File: src/hw/nvm_ctrl_pkg.sv
/*
 * constants for the indirect memory access and device action register block.
 * assumes a 100 MHz ref_clk and 16-bit registers at byte-pair offsets.
 */
package nvm_ctrl_pkg;
	// =========================================================
	// register offsets (byte address of the register)
	localparam logic [7:0] OFS_WR_TARGET   = 8'h02;
	localparam logic [7:0] OFS_WR_UPPER    = 8'h04;
	localparam logic [7:0] OFS_WR_LOWER    = 8'h06;
	localparam logic [7:0] OFS_WR_STATE    = 8'h08;
	localparam logic [7:0] OFS_RD_SOURCE   = 8'h0a;
	localparam logic [7:0] OFS_RD_STATE    = 8'h0c;
	localparam logic [7:0] OFS_RD_UPPER    = 8'h0e;
	localparam logic [7:0] OFS_RD_LOWER    = 8'h10;
	localparam logic [7:0] OFS_CTRL        = 8'h1e;
	// =========================================================
	// field positions
	localparam int START_BIT = 15;
	localparam int BUSY_BIT  = 8;
	localparam int DONE_BIT  = 0;
	localparam int SEL_HI    = 15;
	localparam int SEL_LO    = 12;
	localparam int CLS_BIT   = 10;
	localparam int CLW_BIT   = 9;
	localparam int CLE_BIT   = 8;
	localparam int TRIG_HI   = 7;
	// =========================================================
	// address ranges of the indirect targets
	localparam logic [7:0] NVM_HI = 8'h1f;
	localparam logic [7:0] SHD_LO = 8'h40;
	localparam logic [7:0] SHD_HI = 8'h5f;
	// =========================================================
	// action selector codes and trigger bytes
	localparam logic [3:0] SEL_NONE      = 4'h0;
	localparam logic [3:0] SEL_MARGIN_LO = 4'h1;
	localparam logic [3:0] SEL_MARGIN_HI = 4'h2;
	localparam logic [3:0] SEL_TURNS     = 4'h4;
	localparam logic [3:0] SEL_RELOAD    = 4'h5;
	localparam logic [3:0] SEL_TRANSPORT = 4'h6;
	localparam logic [3:0] SEL_HARD_RST  = 4'h7;
	localparam logic [3:0] SEL_FE_TEST   = 4'h9;
	localparam logic [3:0] SEL_LOGIC_TST = 4'ha;
	localparam logic [3:0] SEL_BOTH_TST  = 4'hb;
	localparam logic [7:0] TRIG_UNLOCKED = 8'ha5;
	localparam logic [7:0] TRIG_TURNS    = 8'h46;
	localparam logic [7:0] TRIG_HARD_ALT = 8'h5a;
	localparam logic [7:0] TRIG_TEST     = 8'hb9;
	// =========================================================
	// timing
	localparam int CLK_PERIOD_NS = 10;
	localparam int NVM_WRITE_MS  = 24;
	localparam int NVM_READ_NS   = 2000;
	localparam int NVM_WRITE_CYC = NVM_WRITE_MS * 1000000 / CLK_PERIOD_NS;
	localparam int NVM_READ_CYC  = NVM_READ_NS / CLK_PERIOD_NS;
	localparam int SHADOW_CYC    = 1;
	localparam int CNT_W_DEF     = 22;
	// action engine states
	typedef enum logic [0:0] {ACT_IDLE, ACT_RUN} act_state_t;
endpackage

File: src/hw/access_timer.sv
/*
 * down-counter that times one indirect memory access.
 * assumes start is a one-cycle pulse and length is at least one.
 */
`timescale 1ns/1ps
module access_timer #(
	parameter int CNT_W = 22
) (
	// clock and reset
	input  wire logic             ref_clk,
	input  wire logic             sys_rst,
	// control
	input  wire logic             start,
	input  wire logic [CNT_W-1:0] length,
	// status
	output logic                  busy,
	output logic                  done
);
	logic [CNT_W-1:0] cnt_reg;
	logic             busy_reg;

	// =========================================================
	// busy for length cycles; done marks the last busy cycle so that
	// status flags and captured data change at the very edge where busy
	// falls, leaving no cycle in which neither busy nor done reads one
	always_ff @(posedge ref_clk)
	begin
		if (sys_rst)
		begin
			cnt_reg  <= '0;
			busy_reg <= 1'b0;
		end
		else
		begin
			if (start && !busy_reg)
			begin
				busy_reg <= 1'b1;
				cnt_reg  <= length;
			end
			else if (busy_reg)
			begin
				if (cnt_reg <= CNT_W'(1))
					busy_reg <= 1'b0;
				else
					cnt_reg <= cnt_reg - CNT_W'(1);
			end
		end
	end

	assign busy = busy_reg;
	assign done = busy_reg && (cnt_reg <= CNT_W'(1));
endmodule

File: src/hw/nvm_access_ctrl.sv
/*
 * indirect nonvolatile/shadow access registers and device action control.
 * assumes the serial framing outside delivers single-cycle register strobes
 * on ref_clk, and that memory and action logic share the same clock.
 */
// Function
// - write target byte, nvm and shadow ranges
// - write value from two 16-bit halves
// - write start sets busy, clears done
// - write start bit reads zero
// - write busy bit 8 while writing
// - write done bit 0 until next start
// - read source byte, nvm and shadow ranges
// - nvm read takes about two microseconds
// - read start sets busy, clears done
// - read start bit reads zero
// - read busy bit 8, done bit 0
// - read result halves valid after done
// - selector bits 15:12, cleared on completion except for the margin selectors
// - margin selectors need unlock and 0xa5
// - turns counter reset with 0x46
// - reload needs unlock and 0xa5
// - transport mode armed until low power
// - hard reset of unlocked part
// - self-tests start with 0xb9, trigger reads zero
// - bit 10 clears action and boot done
// - bit 9 clears read warnings
// - bit 8 clears read errors
// - action done drops on trigger, rises after
`timescale 1ns/1ps
module nvm_access_ctrl #(
	parameter int WRITE_CYC = nvm_ctrl_pkg::NVM_WRITE_CYC,
	parameter int READ_CYC  = nvm_ctrl_pkg::NVM_READ_CYC,
	parameter int CNT_W     = nvm_ctrl_pkg::CNT_W_DEF
) (
	// clock and reset
	input  wire logic        ref_clk,
	input  wire logic        sys_rst,
	// register port
	input  wire logic        reg_wr,
	input  wire logic        reg_rd,
	input  wire logic [7:0]  reg_addr,
	input  wire logic [15:0] reg_wdata,
	output logic      [15:0] reg_rdata,
	output logic             reg_rvalid,
	// memory port
	output logic             mem_wr_stb,
	output logic             mem_rd_stb,
	output logic      [7:0]  mem_addr,
	output logic      [31:0] mem_wdata,
	input  wire logic [31:0] mem_rdata,
	// device actions
	input  wire logic        part_unlocked,
	input  wire logic        action_done_in,
	input  wire logic        boot_done_in,
	input  wire logic        low_power_mode,
	output logic             margin_low_en,
	output logic             margin_high_en,
	output logic             turns_reset_stb,
	output logic             reload_stb,
	output logic             hard_reset_stb,
	output logic             front_end_test_stb,
	output logic             logic_self_test_stb,
	output logic             transport_enter_stb,
	output logic             warn_clear_stb,
	output logic             err_clear_stb,
	output logic             special_done,
	output logic             boot_done
);
	import nvm_ctrl_pkg::*;

	logic [7:0]       write_target_reg;
	logic [15:0]      write_value_upper_field;
	logic [15:0]      write_value_lower_field;
	logic [7:0]       read_source_reg;
	logic [15:0]      read_result_upper_field;
	logic [15:0]      read_result_lower_field;
	logic             wr_done_reg;
	logic             rd_done_reg;
	logic             rd_valid_reg;
	logic             wr_busy;
	logic             wr_fin;
	logic             rd_busy;
	logic             rd_fin;
	logic             wr_start;
	logic             rd_start;
	logic [CNT_W-1:0] wr_len;
	logic [CNT_W-1:0] rd_len;
	logic             wr_valid;
	logic             rd_valid;
	logic             ctrl_wr;
	logic [3:0]       sel_wr;
	logic             trig_hit;
	logic             quick_act;
	logic [3:0]       sel_reg;
	logic             margin_on_reg;
	logic             transport_reg;
	logic             quick_reg;
	logic             sdn_reg;
	logic             bdn_reg;
	act_state_t       act_reg;
	logic [15:0]      rd_next;

	// =========================================================
	// target decode
	function automatic logic is_nvm(input logic [7:0] a);
		is_nvm = (a <= NVM_HI);
	endfunction
	function automatic logic is_shadow(input logic [7:0] a);
		is_shadow = (a >= SHD_LO) && (a <= SHD_HI);
	endfunction

	// =========================================================
	// write and read engines
	// start only when idle, a start while busy is dropped
	assign wr_start = reg_wr && (reg_addr == OFS_WR_STATE) && reg_wdata[START_BIT] && !wr_busy;
	assign rd_start = reg_wr && (reg_addr == OFS_RD_STATE) && reg_wdata[START_BIT] && !rd_busy;
	// only the two ranges reach the memory port
	assign wr_valid = is_nvm(write_target_reg) || is_shadow(write_target_reg);
	assign rd_valid = is_nvm(read_source_reg) || is_shadow(read_source_reg);
	// nvm programming time is covered by the busy window
	assign wr_len = is_nvm(write_target_reg) ? CNT_W'(WRITE_CYC) : CNT_W'(SHADOW_CYC);
	assign rd_len = is_nvm(read_source_reg) ? CNT_W'(READ_CYC) : CNT_W'(SHADOW_CYC);

	access_timer #(.CNT_W(CNT_W)) u_wr_timer (
		.ref_clk (ref_clk),
		.sys_rst (sys_rst),
		.start   (wr_start),
		.length  (wr_len),
		.busy    (wr_busy),
		.done    (wr_fin)
	);

	access_timer #(.CNT_W(CNT_W)) u_rd_timer (
		.ref_clk (ref_clk),
		.sys_rst (sys_rst),
		.start   (rd_start),
		.length  (rd_len),
		.busy    (rd_busy),
		.done    (rd_fin)
	);

	// host-writable address and data registers
	always_ff @(posedge ref_clk)
	begin
		if (sys_rst)
		begin
			write_target_reg        <= 8'h00;
			write_value_upper_field <= 16'h0000;
			write_value_lower_field <= 16'h0000;
			read_source_reg         <= 8'h00;
		end
		else if (reg_wr)
		begin
			if (reg_addr == OFS_WR_TARGET)
				write_target_reg <= reg_wdata[7:0];
			if (reg_addr == OFS_WR_UPPER)
				write_value_upper_field <= reg_wdata;
			if (reg_addr == OFS_WR_LOWER)
				write_value_lower_field <= reg_wdata;
			if (reg_addr == OFS_RD_SOURCE)
				read_source_reg <= reg_wdata[7:0];
		end
	end

	// memory strobes; an out-of-range target completes without a strobe
	always_ff @(posedge ref_clk)
	begin
		if (sys_rst)
		begin
			mem_wr_stb <= 1'b0;
			mem_rd_stb <= 1'b0;
			mem_addr   <= 8'h00;
			mem_wdata  <= 32'h0000_0000;
		end
		else
		begin
			mem_wr_stb <= wr_start && wr_valid;
			mem_rd_stb <= rd_start && rd_valid;
			if (wr_start)
			begin
				mem_addr <= write_target_reg;
				mem_wdata <= {write_value_upper_field, write_value_lower_field};
			end
			else if (rd_start)
				mem_addr <= read_source_reg;
		end
	end

	// done flags: cleared by start, set by the timer end
	always_ff @(posedge ref_clk)
	begin
		if (sys_rst)
		begin
			wr_done_reg  <= 1'b0;
			rd_done_reg  <= 1'b0;
			rd_valid_reg <= 1'b0;
		end
		else
		begin
			if (wr_start)
				wr_done_reg <= 1'b0;
			else if (wr_fin)
				wr_done_reg <= 1'b1;
			if (rd_start)
			begin
				rd_done_reg  <= 1'b0;
				rd_valid_reg <= rd_valid;
			end
			else if (rd_fin)
				rd_done_reg <= 1'b1;
		end
	end

	// result captured at completion, zero for an unmapped source
	always_ff @(posedge ref_clk)
	begin
		if (sys_rst)
		begin
			read_result_upper_field <= 16'h0000;
			read_result_lower_field <= 16'h0000;
		end
		else if (rd_fin)
		begin
			read_result_upper_field <= rd_valid_reg ? mem_rdata[31:16] : 16'h0000;
			read_result_lower_field <= rd_valid_reg ? mem_rdata[15:0] : 16'h0000;
		end
	end

	// =========================================================
	// device action engine
	assign ctrl_wr = reg_wr && (reg_addr == OFS_CTRL);
	assign sel_wr  = reg_wdata[SEL_HI:SEL_LO];

	// the trigger must match the selector, else nothing starts
	always_comb
	begin
		trig_hit  = 1'b0;
		quick_act = 1'b0;
		case (sel_wr)
			SEL_MARGIN_LO, SEL_MARGIN_HI:
			begin
				trig_hit  = part_unlocked && (reg_wdata[TRIG_HI:0] == TRIG_UNLOCKED);
				quick_act = 1'b1;
			end
			SEL_TURNS:
			begin
				trig_hit  = (reg_wdata[TRIG_HI:0] == TRIG_TURNS);
				quick_act = 1'b1;
			end
			SEL_RELOAD:
				trig_hit = part_unlocked && (reg_wdata[TRIG_HI:0] == TRIG_UNLOCKED);
			SEL_HARD_RST:
				trig_hit = part_unlocked && ((reg_wdata[TRIG_HI:0] == TRIG_UNLOCKED) ||
					(reg_wdata[TRIG_HI:0] == TRIG_HARD_ALT));
			SEL_FE_TEST, SEL_LOGIC_TST, SEL_BOTH_TST:
				trig_hit = (reg_wdata[TRIG_HI:0] == TRIG_TEST);
			default:
				trig_hit = 1'b0;
		endcase
	end

	// selector, state and action strobes; selector is frozen while running
	always_ff @(posedge ref_clk)
	begin
		if (sys_rst)
		begin
			act_reg             <= ACT_IDLE;
			sel_reg             <= SEL_NONE;
			quick_reg           <= 1'b0;
			margin_on_reg       <= 1'b0;
			transport_reg       <= 1'b0;
			turns_reset_stb     <= 1'b0;
			reload_stb          <= 1'b0;
			hard_reset_stb      <= 1'b0;
			front_end_test_stb  <= 1'b0;
			logic_self_test_stb <= 1'b0;
			transport_enter_stb <= 1'b0;
		end
		else
		begin
			turns_reset_stb     <= 1'b0;
			reload_stb          <= 1'b0;
			hard_reset_stb      <= 1'b0;
			front_end_test_stb  <= 1'b0;
			logic_self_test_stb <= 1'b0;
			transport_enter_stb <= 1'b0;
			case (act_reg)
				ACT_IDLE:
				begin
					if (ctrl_wr)
					begin
						sel_reg       <= sel_wr;
						margin_on_reg <= 1'b0;
						transport_reg <= (sel_wr == SEL_TRANSPORT);
						if (trig_hit)
						begin
							act_reg             <= ACT_RUN;
							quick_reg           <= quick_act;
							margin_on_reg       <= (sel_wr == SEL_MARGIN_LO) || (sel_wr == SEL_MARGIN_HI);
							turns_reset_stb     <= (sel_wr == SEL_TURNS);
							reload_stb          <= (sel_wr == SEL_RELOAD);
							hard_reset_stb      <= (sel_wr == SEL_HARD_RST);
							front_end_test_stb  <= (sel_wr == SEL_FE_TEST) || (sel_wr == SEL_BOTH_TST);
							logic_self_test_stb <= (sel_wr == SEL_LOGIC_TST) || (sel_wr == SEL_BOTH_TST);
						end
					end
					else if (transport_reg && low_power_mode)
					begin
						// takes effect on low power entry, then completes
						transport_enter_stb <= 1'b1;
						transport_reg       <= 1'b0;
						sel_reg             <= SEL_NONE;
					end
				end
				ACT_RUN:
				begin
					if (quick_reg || action_done_in)
					begin
						act_reg <= ACT_IDLE;
						if (!margin_on_reg)
							sel_reg <= SEL_NONE;
					end
				end
				default:
					act_reg <= ACT_IDLE;
			endcase
		end
	end

	assign margin_low_en  = margin_on_reg && (sel_reg == SEL_MARGIN_LO);
	assign margin_high_en = margin_on_reg && (sel_reg == SEL_MARGIN_HI);

	// status flags: hardware set wins over a software clear
	always_ff @(posedge ref_clk)
	begin
		if (sys_rst)
		begin
			sdn_reg <= 1'b0;
			bdn_reg <= 1'b0;
		end
		else
		begin
			// drop on trigger, rise on finish
			if (act_reg == ACT_RUN && (quick_reg || action_done_in))
				sdn_reg <= 1'b1;
			else if (act_reg == ACT_IDLE && ctrl_wr && trig_hit)
				sdn_reg <= 1'b0;
			else if (ctrl_wr && reg_wdata[CLS_BIT])
				sdn_reg <= 1'b0;
			if (boot_done_in)
				bdn_reg <= 1'b1;
			else if (ctrl_wr && reg_wdata[CLS_BIT])
				bdn_reg <= 1'b0;
		end
	end

	// clear pulses toward the warning and error latches
	always_ff @(posedge ref_clk)
	begin
		if (sys_rst)
		begin
			warn_clear_stb <= 1'b0;
			err_clear_stb  <= 1'b0;
		end
		else
		begin
			warn_clear_stb <= ctrl_wr && reg_wdata[CLW_BIT];
			err_clear_stb  <= ctrl_wr && reg_wdata[CLE_BIT];
		end
	end

	assign special_done = sdn_reg;
	assign boot_done    = bdn_reg;

	// =========================================================
	// register readback; start, clear and trigger bits always read zero
	always_comb
	begin
		rd_next = 16'h0000;
		case (reg_addr)
			OFS_WR_TARGET: rd_next = {8'h00, write_target_reg};
			OFS_WR_UPPER:  rd_next = write_value_upper_field;
			OFS_WR_LOWER:  rd_next = write_value_lower_field;
			OFS_WR_STATE:  rd_next = {7'h00, wr_busy, 7'h00, wr_done_reg};
			OFS_RD_SOURCE: rd_next = {8'h00, read_source_reg};
			OFS_RD_STATE:  rd_next = {7'h00, rd_busy, 7'h00, rd_done_reg};
			OFS_RD_UPPER:  rd_next = read_result_upper_field;
			OFS_RD_LOWER:  rd_next = read_result_lower_field;
			OFS_CTRL:      rd_next = {sel_reg, 12'h000};
			default:       rd_next = 16'h0000;
		endcase
	end

	always_ff @(posedge ref_clk)
	begin
		if (sys_rst)
		begin
			reg_rdata  <= 16'h0000;
			reg_rvalid <= 1'b0;
		end
		else
		begin
			reg_rvalid <= reg_rd;
			if (reg_rd)
				reg_rdata <= rd_next;
		end
	end

	// =========================================================
	// checks
	chk_wr_start_busy: assert property (@(posedge ref_clk) disable iff (sys_rst)
		wr_start |=> wr_busy && !wr_done_reg)
		else $error("write start did not set busy and clear done");
	chk_wr_done_hold: assert property (@(posedge ref_clk) disable iff (sys_rst)
		wr_done_reg && !wr_start |=> wr_done_reg)
		else $error("write done dropped without a new start");
	chk_wr_state_read: assert property (@(posedge ref_clk) disable iff (sys_rst)
		reg_rd && reg_addr == OFS_WR_STATE |=> reg_rdata[START_BIT] == 1'b0 && reg_rdata[BUSY_BIT] == $past(wr_busy))
		else $error("write state readback wrong");
	chk_rd_shadow_time: assert property (@(posedge ref_clk) disable iff (sys_rst)
		rd_start && is_shadow(read_source_reg) |=> rd_busy ##1 rd_done_reg)
		else $error("shadow read did not finish in two cycles");
	chk_rd_nvm_busy: assert property (@(posedge ref_clk) disable iff (sys_rst)
		rd_start && is_nvm(read_source_reg) |=> rd_busy [*8])
		else $error("nvm read finished too early");
	chk_sdn_drop: assert property (@(posedge ref_clk) disable iff (sys_rst)
		act_reg == ACT_IDLE && ctrl_wr && trig_hit |=> !sdn_reg)
		else $error("action done flag not cleared on trigger");
	chk_bad_trig: assert property (@(posedge ref_clk) disable iff (sys_rst)
		act_reg == ACT_IDLE && ctrl_wr && !trig_hit && !reg_wdata[CLS_BIT] |=> act_reg == ACT_IDLE && $stable(sdn_reg))
		else $error("mismatched trigger changed state");
	chk_cls_clear: assert property (@(posedge ref_clk) disable iff (sys_rst)
		ctrl_wr && reg_wdata[CLS_BIT] && !boot_done_in |=> !bdn_reg)
		else $error("boot done not cleared");
	chk_clear_pulses: assert property (@(posedge ref_clk) disable iff (sys_rst)
		ctrl_wr && reg_wdata[CLE_BIT] |=> err_clear_stb ##1 !err_clear_stb || ($past(ctrl_wr) && $past(reg_wdata[CLE_BIT])))
		else $error("error clear pulse wrong");
	chk_sel_clear: assert property (@(posedge ref_clk) disable iff (sys_rst)
		act_reg == ACT_RUN && action_done_in && !quick_reg |=> sel_reg == SEL_NONE && sdn_reg)
		else $error("selector not cleared on completion");
endmodule

File: config.mk
export PLATFORM = sky130hd
export DESIGN_NAME = nvm_access_ctrl
export DESIGN_NICKNAME = d
export VERILOG_FILES = /design/src/hw/nvm_ctrl_pkg.sv /design/src/hw/access_timer.sv /design/src/hw/nvm_access_ctrl.sv
export SDC_FILE = /design/constraint.sdc
export NUM_CORES = 1
export LEC_CHECK = 0
export BUFFER_PORTS_ARGS = -buffer_cell sky130_fd_sc_hd__buf_2
export CAP_MARGIN = 20
export CELL_PAD_IN_SITES_DETAIL_PLACEMENT = 0
export CELL_PAD_IN_SITES_GLOBAL_PLACEMENT = 2
export CORE_MARGIN = 8
export CORE_UTILIZATION = 30
export DETAILED_ROUTE_END_ITERATION = 7
export PLACE_DENSITY = 0.86
export SETUP_SLACK_MARGIN = 0.1
export SLEW_MARGIN = 25
export SYNTH_ARGS = -nofsm -noshare
export SYNTH_HDL_FRONTEND = slang
export SYNTH_SLANG_ARGS = --single-unit
File: constraint.sdc
create_clock -name ref_clk -period 2.2 [get_ports ref_clk]
set_input_delay 0.33 -clock ref_clk [delete_from_list [all_inputs] [get_ports ref_clk]]
set_output_delay 0.33 -clock ref_clk [all_outputs]
set_load 0.03 [all_outputs]
==> metrics.md, run 1 <==
| Metric | Value |
|---|---|
| Outcome | finished, final reports clean |
| Hold WS | 21.8 ps |
| ANT nets after route | 0 |
| CP startpoint kind | register |
| Max reg flops | 32 |
| Final worst setup slack | 44.4 ps |
| Post-layout min period | 2160 ps |
| CP peak stage delay | 530 ps |
| Hold WC Path Type | in -> reg |
| CTS tree | yes |
| Reg power frac | 0.446 |
| Logic pwr share | 0.045 |
| DIE AREA | 36,100 um2 |
| Area share of the largest cell type after synthesis | 0.455 |
| Placed Instances | 1,643 |
| Fmax achieved | 464 MHz |
| Complex-gate fraction of the synthesized area | 0.184 |
| Mux cell area share after synthesis | 0.0446 |
| Dpl ws | -255 ps |
| Netlist cell types | 75 |
| Syn-to-layout area delta | 32.8% |
| Worst Path Max Fanout | 9 |
| Reg2reg path depth | 6 |
| FF-to-FF Start | u_wr_timer.cnt_reg[17]$_SDFFE_PP0P_ |
| Max-Cap Viols | 0 |
| Mean area per synthesized cell | 8.42 um2 |
| Period Utilization, post-route | 0.980 |
| Worst Max-Slew Pin Slew | 757 ps |
| Clock power share | 0.508 |
| Worst Hold Launch | boot_done_in |
| Largest net degree at the start of global routing | 68 |
| P_sw | 1.84 mW |
| Worst endpoint required time | 2610 ps |
| Pwr Total | 8.37 mW |
| RSZ-0062 raised after global routing | true |
| Synth Register Bits | 206 |
| Final non-filler cell total | 1,698 |
| Total core area | 29,700 um2 |
| Remaining global-route overflow | 0 |
| Sw Ratio | 0.220 |
| Largest cells by area after synthesis | dfxtp_1 (45%), nand2_1 (8.3%), a21oi_1 (6.8%) |
| Reg clk slew, reported paths | 60 ps |
| Filler cells | 3,038 |
| Vias per cell | 5.25 |
| Flop-to-flop setup slack | 40 ps |
| Final Wtd Congestion | 0.844 |
| Die X-Extent | 190 um |
| Number of global-route vias before repair | 8,389 |
| Largest family of logic cells by synthesized area | simple AND/OR/NAND/NOR gates |
| Row count | 63 |
| Post-synthesis simple-gate area fraction | 0.254 |
| First-pass GRT wire length | 48.7 mm |
| Internal power | 6.53 mW |
| Slew Viols, Final | 0 |
| ANT cells | 0 |
| Via count | 8,907 |
| Worst path slowest cell | or4_4 |
| P per Cell Area | 695 nW/um2 |
| GRT Total Usage | 0.169 |
| Synth Flop Type | dfxtp_1 |
| Post-synth ARST share | 0 |
| Starting DRT DRC Count | 692 |
| XOR/XNOR Fraction of Synth Area | 0.0174 |
| Hold depth | 3 |
| Top Ports | 135 |
| Antenna violations before repair | 0 |
| Avg WL per Cell | 19.2 um |
| Residual DRC | 0 |
| Final HPWL DP | 23.7 mm |
| Clock sink count | 206 |
| Cell accounting for the most synthesized area | dfxtp_1 |
| CTS Buf Count | 24 |
| Final hold violation count | 0 |
| CP Capture Type | register |
| Initial Utilization | 0.305 |
| Root buffer cell | clkbuf_16 |
| Register area share after synthesis | 0.455 |
| # port buffers | 134 |
| Slew margin rel. | 0.495 |
| Clk_lat worst skew | 520 ps |
| DR pass1 iterations | 6 |
| Leakage | 4.79 nW |
| Crit-path cells | or4_4 > or4_4 > o31ai_4 > buf_12 > a22oi_2 > o211a_1 |
| Total Routed Length | 32.6 mm |
| Hold Path Sink | boot_done$_SDFFE_PP0P_ |
| Layout cell share with drive strength beyond 1 | 0.284 |
| Final-stage net count | 1,358 |
| Post-synth EDFFs | 0 |
| Synthesized area | 9070 um2 |
| Max Root-Sink Buffers | 3 |
| Adder-Cell Fraction of Synth Area | 0.00552 |
| Critical path data arrival time | 2560 ps |
| Max VDD drop | 0.000465 V |
| Critical R2R Capture | u_wr_timer.cnt_reg[11]$_SDFFE_PP0P_ |
| Setup Crit Path Kind | reg -> reg |
| Setup TNS | 0 ps |
| Synthesized netlist cell count | 1,077 |
| Count of final setup violators | 0 |
| H-tree lvl count | 1 |
| Mapped Nets | 1,145 |
| Ys Warns | 0 |
| CP Launch Point | u_wr_timer.cnt_reg[17]$_SDFFE_PP0P_ |
| Most common cell on crit path | or4_4 |
| Die height | 190 um |
| Worst Skew | 10.2 ps |
-- worst max-delay path, delay by kind of cell, from the launching register on --
kind / cells / cell delay (ps)
flip-flops: 1 / 320
AND/OR/NAND/NOR: 2 / 1020
buffers and inverters: 1 / 180
AO/OA/AOI/OAI: 3 / 540
-- layer usage --
metal,global-route usage,vias to the layer above,part of all wire
met5,0,-,0
met4,0.0340,0,0.012
met3,0.0317,28,0.080
met2,0.247,294,0.43
met1,0.253,4281,0.48
li1,-,4304,-
-- how the worst max path moves through the flow --
stage / to / slack, ps
4_1_cts: u_wr_timer.cnt_reg[11]$_SDFFE_PP0P_ / 40
3_5_place_dp: u_rd_timer.cnt_reg[3]$_SDFFE_PP0P_ / -250
2_1_floorplan: u_rd_timer.cnt_reg[3]$_SDFFE_PP0P_ / -140
6_report: u_wr_timer.cnt_reg[11]$_SDFFE_PP0P_ / 40
5_1_grt: u_wr_timer.cnt_reg[11]$_SDFFE_PP0P_ / -20
3_3_place_gp: logic_self_test_stb$_SDFF_PP0_ / -250
-- cell usage in the layout, fill, tap and decap left out, drive strengths merged, types with 19 or more instances in the layout --
master / n
nor3: 19
or4: 23
buf: 262
nand3: 60
nor2: 72
o21ai: 32
nand2: 200
a21oi: 123
clkbuf: 36
dfxtp: 206
mux2i: 28
-- power by group through the flow --
stage	clock [mW]	sequential [mW]	combinational, mW
finish	4.26	3.74	0.378
global route	4.50	3.73	0.400
floorplan	0	3.82	0.151
detailed placement	0	3.82	0.370
CTS	4.34	3.74	0.371
global placement	0	3.82	0.368
-- stage by stage --
stage	instance area, um2	util
final	12000	0.405
after global routing	12000	0.405
after CTS	11800	0.398
after detailed placement	10900	0.368
after global placement	10900	0.368
after floorplan	9160	-
-- cell usage after synthesis, drive strengths merged, types with 5 or more instances --
master / instances
a221oi: 5
nor3b: 7
buf: 16
o21a: 9
inv: 9
o22ai: 5
a311oi: 13
a21oi: 123
nor3: 19
a22o: 16
nand2b: 6
nor4: 17
or4: 23
nand3: 60
nor2b: 10
mux4: 5
o211ai: 5
nor2: 72
o21ai: 32
nand2: 200
o31ai: 7
and2: 5
xnor2: 9
mux2i: 28
clkbuf: 61
or4b: 5
dfxtp: 206
xor2: 9
or3: 18
-- cells by family after synthesis --
logic type	Yosys count
flops	206
fa+ha+maj	4
mux	34
simple gates	471
compound gates	258
xor+xnor	18
buf+inv	86
-- final cells by class --
| cell class | count | area, um2 | share of cell area |
|---|---|---|---|
| Clock buffer | 34 | 688 | 0.0571 |
| Multi-Input combinational cell | 785 | 4790 | 0.397 |
| Timing Repair Buffer | 264 | 1750 | 0.146 |
| Clock inverter | 10 | 161 | 0.0134 |
| Inverter | 9 | 33.8 | 0.00280 |
| Sequential cell | 206 | 4130 | 0.343 |
| Tap cell | 390 | 488 | 0.0405 |
-- what timing repair did --
action | 4_1_cts | 5_1_grt
hold buffers | 0 | 0
setup endpoints to repair | 20 | 93
buffers inserted | 4 | 4
pin swaps | 3 | 18
gates cloned | 0 | 3
gates resized for setup | 8 | 34
(Power assumes the default switching activity.)
==> run 2, diff against run 1 <==
--- a/config.mk
+++ b/config.mk
@@ -12,7 +12,7 @@
 export CORE_MARGIN = 8
 export CORE_UTILIZATION = 30
 export DETAILED_ROUTE_END_ITERATION = 7
-export PLACE_DENSITY = 0.86
+export PLACE_DENSITY = 0.83
 export SETUP_SLACK_MARGIN = 0.1
 export SLEW_MARGIN = 25
 export SYNTH_ARGS = -nofsm -noshare
==> constraint.sdc (replaced) <==
create_clock -name ref_clk -period 2.25 [get_ports ref_clk]
set_input_delay 0.3375 -clock ref_clk [delete_from_list [all_inputs] [get_ports ref_clk]]
set_output_delay 0.3375 -clock ref_clk [all_outputs]
set_load 0.03 [all_outputs]
==> run 2 against run 1 <==
Utilization decreased by 0.81 points. Non-clock buffer count decreased by 15. Register-to-register slack about the same. Flip-flop and latch count unchanged. Clock skew decreased by 3.7 ps. Design area decreased by 2.0%. Final cell count decreased by 1.4%. Critical path depth increased by 1. Sequential power decreased by 2%. Worst hold slack improved by 15 ps. Via count decreased by 0.94%. First-iteration DRC count increased by 5.2%. Critical path type unchanged. Largest cell class unchanged.
==> metrics.md, run 2 (same netlist as run 1, synthesis figures left out) <==
| Metric | Value |
|---|---|
| Outcome | finished, final reports clean (unchanged) |
| Hold WS | 36.5 ps (was 21.8 ps) |
| Count of final setup violators | 0 (unchanged) |
| Starting DRT DRC Count | 728 (was 692) |
| Fin util | 0.397 (was 0.405) |
| Reg2reg path depth | 7 (was 6) |
| Final instance area | 11,800 um2 (was 12,000 um2) |
| Slew margin rel. | 0.669 (was 0.495) |
| Vias per cell | 5.27 (was 5.25) |
| Layout cell share with drive strength beyond 1 | 0.273 (was 0.284) |
| Worst endpoint required time | 2690 ps (was 2610 ps) |
| Commonest non-fill, non-tap cell in the layout | dfxtp_1 (unchanged) |
| Avg WL per Cell | 19.7 um (was 19.2 um) |
| DR pass1 iterations | 5 (was 6) |
| Setup TNS | 0 ps (unchanged) |
| CTS Hold Buffers Added | 0 (unchanged) |
| Leakage | 4.66 nW (was 4.79 nW) |
| Residual DRC | 0 (unchanged) |
| Critical path data arrival time | 2650 ps (was 2560 ps) |
| Worst Max-Slew Pin Slew | 484 ps (was 757 ps) |
| Top Ports | 135 (unchanged) |
| Worst Hold Launch | boot_done_in (unchanged) |
| Final HPWL DP | 23.9 mm (was 23.7 mm) |
| Final non-filler cell total | 1,674 (was 1,698) |
| CP peak stage delay | 540 ps (was 530 ps) |
| Clk_lat worst skew | 510 ps (was 520 ps) |
| Multi-input gate area | 4780 um2 (was 4790 um2) |
| CTS Buf Count | 23 (was 24) |
| Via count | 8,823 (was 8,907) |
| Remaining global-route overflow | 0 (unchanged) |
| Dpl ws | -262 ps (was -255 ps) |
| Number of global-route vias before repair | 8,422 (was 8,389) |
| Initial Utilization | 0.305 (unchanged) |
| Total core area | 29,700 um2 (unchanged) |
| Max reg flops | 32 (unchanged) |
| Filler cells | 3,061 (was 3,038) |
| Critical R2R Capture | u_wr_timer.cnt_reg[1]$_SDFFE_PP0P_ (was u_wr_timer.cnt_reg[11]$_SDFFE_PP0P_) |
| Antenna violations before repair | 1 (was 0) |
| Total Routed Length | 33.0 mm (was 32.6 mm) |
| Worst path slowest cell | or4_4 (unchanged) |
| Worst Path Max Fanout | 7 (was 9) |
| Crit-path cells | or4_4 > or4_4 > o31ai_4 > buf_6 > clkbuf_16 > nand3_1 > a21oi_1 (was or4_4 > or4_4 > o31ai_4 > buf_12 > a22oi_2 > o211a_1) |
| Largest net degree at the start of global routing | 51 (was 68) |
| Root buffer cell | clkbuf_16 (unchanged) |
| Post-layout min period | 2210 ps (was 2160 ps) |
| Reg clk slew, reported paths | 60 ps (about the same) |
| Worst Skew | 6.57 ps (was 10.2 ps) |
| ANT nets after route | 0 (unchanged) |
| Syn-to-layout area delta | 30.1% (was 32.8%) |
| Placed Instances | 1,630 (was 1,643) |
| Slew Viols, Final | 0 (unchanged) |
| Fmax achieved | 453 MHz (was 464 MHz) |
| P per Cell Area | 640 nW/um2 (was 695 nW/um2) |
| Clock sink count | 206 (unchanged) |
| Hold depth | 3 (unchanged) |
| Hold WC Path Type | in -> reg (unchanged) |
| Max Root-Sink Buffers | 3 (unchanged) |
| Hold Path Sink | boot_done$_SDFFE_PP0P_ (unchanged) |
| Pwr Total | 7.56 mW (was 8.37 mW) |
| Setup Crit Path Kind | reg -> reg (unchanged) |
| CP startpoint kind | register (unchanged) |
| ANT cells | 0 (unchanged) |
| Final-stage net count | 1,342 (was 1,358) |
| RSZ-0062 raised after global routing | true (unchanged) |
| Period Utilization, post-route | 0.982 (was 0.980) |
| DIE AREA | 36,100 um2 (unchanged) |
| Reg area | 4130 um2 (about the same) |
| Most common cell on crit path | or4_4 (unchanged) |
| Die height | 190 um (unchanged) |
| Die X-Extent | 190 um (unchanged) |
| Row count | 63 (unchanged) |
| CTS tree | yes (unchanged) |
| Final worst setup slack | 41.1 ps (was 44.4 ps) |
| Commonest non-fill, non-tap cells in the layout | dfxtp_1 (202), nand2_1 (196), buf_2 (133) (was dfxtp_1 (201), nand2_1 (197), buf_2 (133)) |
| Final Wtd Congestion | 0.854 (was 0.844) |
| Flop-to-flop setup slack | 40 ps (about the same) |
| FF-to-FF Start | u_wr_timer.cnt_reg[17]$_SDFFE_PP0P_ (unchanged) |
| Max VDD drop | 0.000400 V (was 0.000465 V) |
| GRT Total Usage | 0.172 (was 0.169) |
| Max-Cap Viols | 0 (unchanged) |
| CP Capture Type | register (unchanged) |
| H-tree lvl count | 1 (unchanged) |
| DP Area | 10,800 um2 (was 10,900 um2) |
| # port buffers | 134 (unchanged) |
| First-pass GRT wire length | 49.2 mm (was 48.7 mm) |
| Final hold violation count | 0 (unchanged) |
-- run 2: cell type report --
| type | instances | area share |
|---|---|---|
| Tap cell | 390 | 0.0413 |
| Sequential cell | 206 | 0.350 |
| Clock inverter | 3 | 0.00127 |
| Multi-Input combinational cell | 785 | 0.405 |
| Inverter | 9 | 0.00286 |
| Timing Repair Buffer | 249 | 0.143 |
| Clock buffer | 32 | 0.0567 |
-- run 2: how the worst max path moves through the flow --
stage                                              startpoint                             endpoint  slack, ps  cells after the start
final                     u_wr_timer.cnt_reg[17]$_SDFFE_PP0P_   u_wr_timer.cnt_reg[1]$_SDFFE_PP0P_         40                      7
after global routing      u_wr_timer.cnt_reg[17]$_SDFFE_PP0P_   u_wr_timer.cnt_reg[1]$_SDFFE_PP0P_         -6                      7
after CTS                 u_wr_timer.cnt_reg[17]$_SDFFE_PP0P_  u_wr_timer.cnt_reg[12]$_SDFFE_PP0P_         40                      6
after detailed placement                         reg_wdata[0]               quick_reg$_SDFFE_PP0P_       -260                      6
after global placement                           reg_wdata[0]       logic_self_test_stb$_SDFF_PP0_       -240                      6
after floorplan                                   reg_addr[1]   u_rd_timer.cnt_reg[3]$_SDFFE_PP0P_       -100                      7
-- run 2: timing repair --
item                       CTS  global route
setup buffers                0             5
gates resized for setup      2            43
pin swaps                    0            10
gates cloned                 0             4
setup endpoints to repair    7            60
-- run 2: power breakdown --
| group | internal (mW) | switching, mW |
|---|---|---|
| logic | 0.146 | 0.228 |
| clock network | 2.04 | 1.49 |
| registers | 3.65 | 0.00265 |
-- run 2: worst max-delay path, delay by kind of cell (launching register included) --
family / cells / cell delay [ps]
simple gates: 3 / 1120
compound gates: 2 / 400
flops: 1 / 320
buf+inv: 2 / 300
-- run 2: metal layers --
| metal | GRT usage | part of all wire |
|---|---|---|
| met1 | 0.254 | 0.48 |
| met2 | 0.249 | 0.42 |
| met3 | 0.0328 | 0.070 |
| met4 | 0.0481 | 0.026 |
| met5 | 0 | 0 |
==> run 3, diff against run 2 <==
--- a/config.mk
+++ b/config.mk
@@ -12,7 +12,7 @@
 export CORE_MARGIN = 8
 export CORE_UTILIZATION = 30
 export DETAILED_ROUTE_END_ITERATION = 7
-export PLACE_DENSITY = 0.83
+export PLACE_DENSITY = 0.86
 export SETUP_SLACK_MARGIN = 0.1
 export SLEW_MARGIN = 25
 export SYNTH_ARGS = -nofsm -noshare
==> constraint.sdc (replaced) <==
create_clock -name ref_clk -period 1.77 [get_ports ref_clk]
set_input_delay 0.2655 -clock ref_clk [delete_from_list [all_inputs] [get_ports ref_clk]]
set_output_delay 0.2655 -clock ref_clk [all_outputs]
set_load 0.03 [all_outputs]
==> run 3 against run 2 <==
Utilization is 9.4 points higher. Clock skew is 1.9 ps higher. Critical path depth is 1 lower. Critical path type unchanged. Sequential power is 27% higher. Sequential share of layout area is 6.6 points lower. Clock power is 40% higher. Worst hold slack worse by 25 ps. Total power is 34% higher. The flow now finishes with violations (setup timing). Combinational power is 54% higher. Design area is 24% higher. Final cell count is 7.8% higher.
==> metrics.md, run 3 (same netlist as run 1, synthesis figures left out) <==
| Metric | Value |
|---|---|
| Final worst setup slack | -385 ps (was 41.1 ps) |
| Final HPWL DP | 24.6 mm (was 23.9 mm) |
| Top Ports | 135 (unchanged) |
| Largest net degree at the start of global routing | 56 (was 51) |
| Worst Path Max Fanout | 9 (was 7) |
| Commonest non-fill, non-tap cell in the layout | dfxtp_1 (unchanged) |
| # port buffers | 134 (unchanged) |
| Syn-to-layout area delta | 61.1% (was 30.1%) |
| Critical R2R Capture | u_wr_timer.cnt_reg[11]$_SDFFE_PP0P_ (was u_wr_timer.cnt_reg[1]$_SDFFE_PP0P_) |
| Uppermost layer routed | met5 (was met4) |
| DR pass1 iterations | 5 (unchanged) |
| Die X-Extent | 190 um (unchanged) |
| Total core area | 29,700 um2 (unchanged) |
| H-tree lvl count | 1 (unchanged) |
| Dpl ws | -609 ps (was -262 ps) |
| Layout cell share with drive strength beyond 1 | 0.489 (was 0.273) |
| Root buffer cell | clkbuf_16 (unchanged) |
| ANT nets after route | 0 (unchanged) |
| DP Area | 11,700 um2 (was 10,800 um2) |
| CP startpoint kind | register (unchanged) |
| Remaining global-route overflow | 0 (unchanged) |
| Worst Hold Launch | mem_rdata[25] (was boot_done_in) |
| Final Wtd Congestion | 0.864 (was 0.854) |
| Critical path data arrival time | 2550 ps (was 2650 ps) |
| Worst Max-Slew Pin Slew | 752 ps (was 484 ps) |
| Final hold violation count | 0 (unchanged) |
| DRT met1 WL | 15.8 mm (about the same) |
| Fmax achieved | 464 MHz (was 453 MHz) |
| Setup Crit Path Kind | reg -> reg (unchanged) |
| Failing checks | setup timing |
| Slew margin rel. | 0.499 (was 0.669) |
| Met2 wire len | 16.4 mm (was 14.0 mm) |
| Flop-to-flop setup slack | -380 ps (was 40 ps) |
| Met3 WL | 2.61 mm (was 2.32 mm) |
| Die height | 190 um (unchanged) |
| Clk_lat worst skew | 510 ps (about the same) |
| CTS Buf Count | 23 (unchanged) |
| Total Routed Length | 35.7 mm (was 33.0 mm) |
| DIE AREA | 36,100 um2 (unchanged) |
| Max Root-Sink Buffers | 3 (unchanged) |
| Max-Cap Viols | 0 (unchanged) |
| Via count | 9,561 (was 8,823) |
| Number of global-route vias before repair | 9,458 (was 8,422) |
| Initial Utilization | 0.305 (unchanged) |
| Vias per cell | 5.30 (was 5.27) |
| Leakage | 5.80 nW (was 4.66 nW) |
| Hold depth | 3 (unchanged) |
| Commonest non-fill, non-tap cells in the layout | dfxtp_1 (195), buf_4 (173), nand2_1 (133) (was dfxtp_1 (202), nand2_1 (196), buf_2 (133)) |
| Final-stage net count | 1,468 (was 1,342) |
| RSZ-0062 raised after global routing | true (unchanged) |
| Reg clk slew, reported paths | 60 ps (about the same) |
| Max reg flops | 32 (unchanged) |
| Residual DRC | 0 (unchanged) |
| Row count | 63 (unchanged) |
| Outcome | complete, but fails checks (was finished, final reports clean) |
| FF-to-FF Start | u_wr_timer.cnt_reg[17]$_SDFFE_PP0P_ (unchanged) |
| CP Capture Type | register (unchanged) |
| First-pass GRT wire length | 54.6 mm (was 49.2 mm) |
| Post-layout min period | 2150 ps (was 2210 ps) |
| Slew Viols, Final | 0 (unchanged) |
| Count of final setup violators | 121 (was 0) |
| Max VDD drop | 0.000564 V (was 0.000400 V) |
| Avg WL per Cell | 19.8 um (was 19.7 um) |
| Worst endpoint required time | 2170 ps (was 2690 ps) |
| CTS tree | yes (unchanged) |
| Antenna violations before repair | 2 (was 1) |
| Starting DRT DRC Count | 673 (was 728) |
| Period Utilization, post-route | 1.22 (was 0.982) |
| GRT Total Usage | 0.189 (was 0.172) |
| P per Cell Area | 695 nW/um2 (was 640 nW/um2) |
| Reg2reg path depth | 6 (was 7) |
| Filler cells | 2,758 (was 3,061) |
| Hold WC Path Type | in -> reg (unchanged) |
| Final instance area | 14,600 um2 (was 11,800 um2) |
| Worst Skew | 8.45 ps (was 6.57 ps) |
| Hold Path Sink | read_result_upper_field[9]$_SDFFE_PP0P_ (was boot_done$_SDFFE_PP0P_) |
| Clock sink count | 206 (unchanged) |
| ANT cells | 0 (unchanged) |
## run 3: cell count changes in the layout (fill, tap and decap cells not counted), moves of 35 or more
cell,previous run,this run
nand2_4,1,37
a21oi_1,117,65
a21oi_2,6,57
nand3_1,59,24
buf_4,104,173
nand2_1,196,133
## run 3: final cells by class
type	count	area, um2	area share
clock inverters	9	123	0.00839
repair buffers	374	3160	0.217
clock buffers	30	652	0.0446
flip-flops and latches	206	4140	0.283
well taps	390	488	0.0334
multi-input cells	786	6010	0.411
inverters	9	36.3	0.00248
## run 3: timing repair
action                     in CTS  in global routing
hold endpoints to repair        1                  4
setup buffers                  23                 15
pin swaps                      78                101
resized for setup             163                173
setup endpoints to repair     127                136
cloned                         17                  4
hold buffers                    1                  4
## run 3: worst max path at each step
| stage | from | end | slack, ps | cells past startpoint |
|---|---|---|---|---|
| after floorplan | reg_addr[1] | u_rd_timer.cnt_reg[3]$_SDFFE_PP0P_ | -500 | 7 |
| after global placement | reg_addr[5] | u_rd_timer.cnt_reg[7]$_SDFFE_PP0P_ | -570 | 8 |
| after detailed placement | reg_addr[5] | u_rd_timer.cnt_reg[3]$_SDFFE_PP0P_ | -610 | 6 |
| after CTS | u_wr_timer.cnt_reg[17]$_SDFFE_PP0P_ | u_wr_timer.cnt_reg[0]$_SDFFE_PP0P_ | -390 | 6 |
| after global routing | u_wr_timer.cnt_reg[17]$_SDFFE_PP0P_ | u_wr_timer.cnt_reg[11]$_SDFFE_PP0P_ | -460 | 6 |
| final | u_wr_timer.cnt_reg[17]$_SDFFE_PP0P_ | u_wr_timer.cnt_reg[11]$_SDFFE_PP0P_ | -380 | 6 |
## run 3: per-stage QoR
step | util | setup TNS (ps) | hold WS [ps] | std cells | total power, mW
final | 0.492 | -22880 | 11.7 | 1804 | 10.2
after global routing | 0.492 | -30290 | 8.58 | 1804 | 10.5
after CTS | 0.461 | -24860 | 0.662 | 1785 | 10.2
after detailed placement | 0.393 | -65500 | 439 | 1705 | 5.24
after global placement | 0.393 | -61720 | 436 | 1705 | 5.24
after floorplan | - | -34380 | 383 | 1077 | 4.95
## run 3: power by group
group	internal, mW	switching (mW)
registers	4.64	0.00339
clock network	3.01	1.93
logic	0.233	0.342
## run 3: metal layers
| layer | vias up | global-route usage |
|---|---|---|
| met4 | 4 | 0.0505 |
| li1 | 4552 | - |
| met3 | 60 | 0.0410 |
| met2 | 297 | 0.294 |
| met1 | 4648 | 0.262 |
| met5 | - | 0 |
## run 3: critical path: stages (launching register included)
cell     delay (ps)
dfxtp_2         320
or4_4           530
or4_4           470
o31ai_4         260
buf_12          180
a22oi_2          80
o211a_1         200
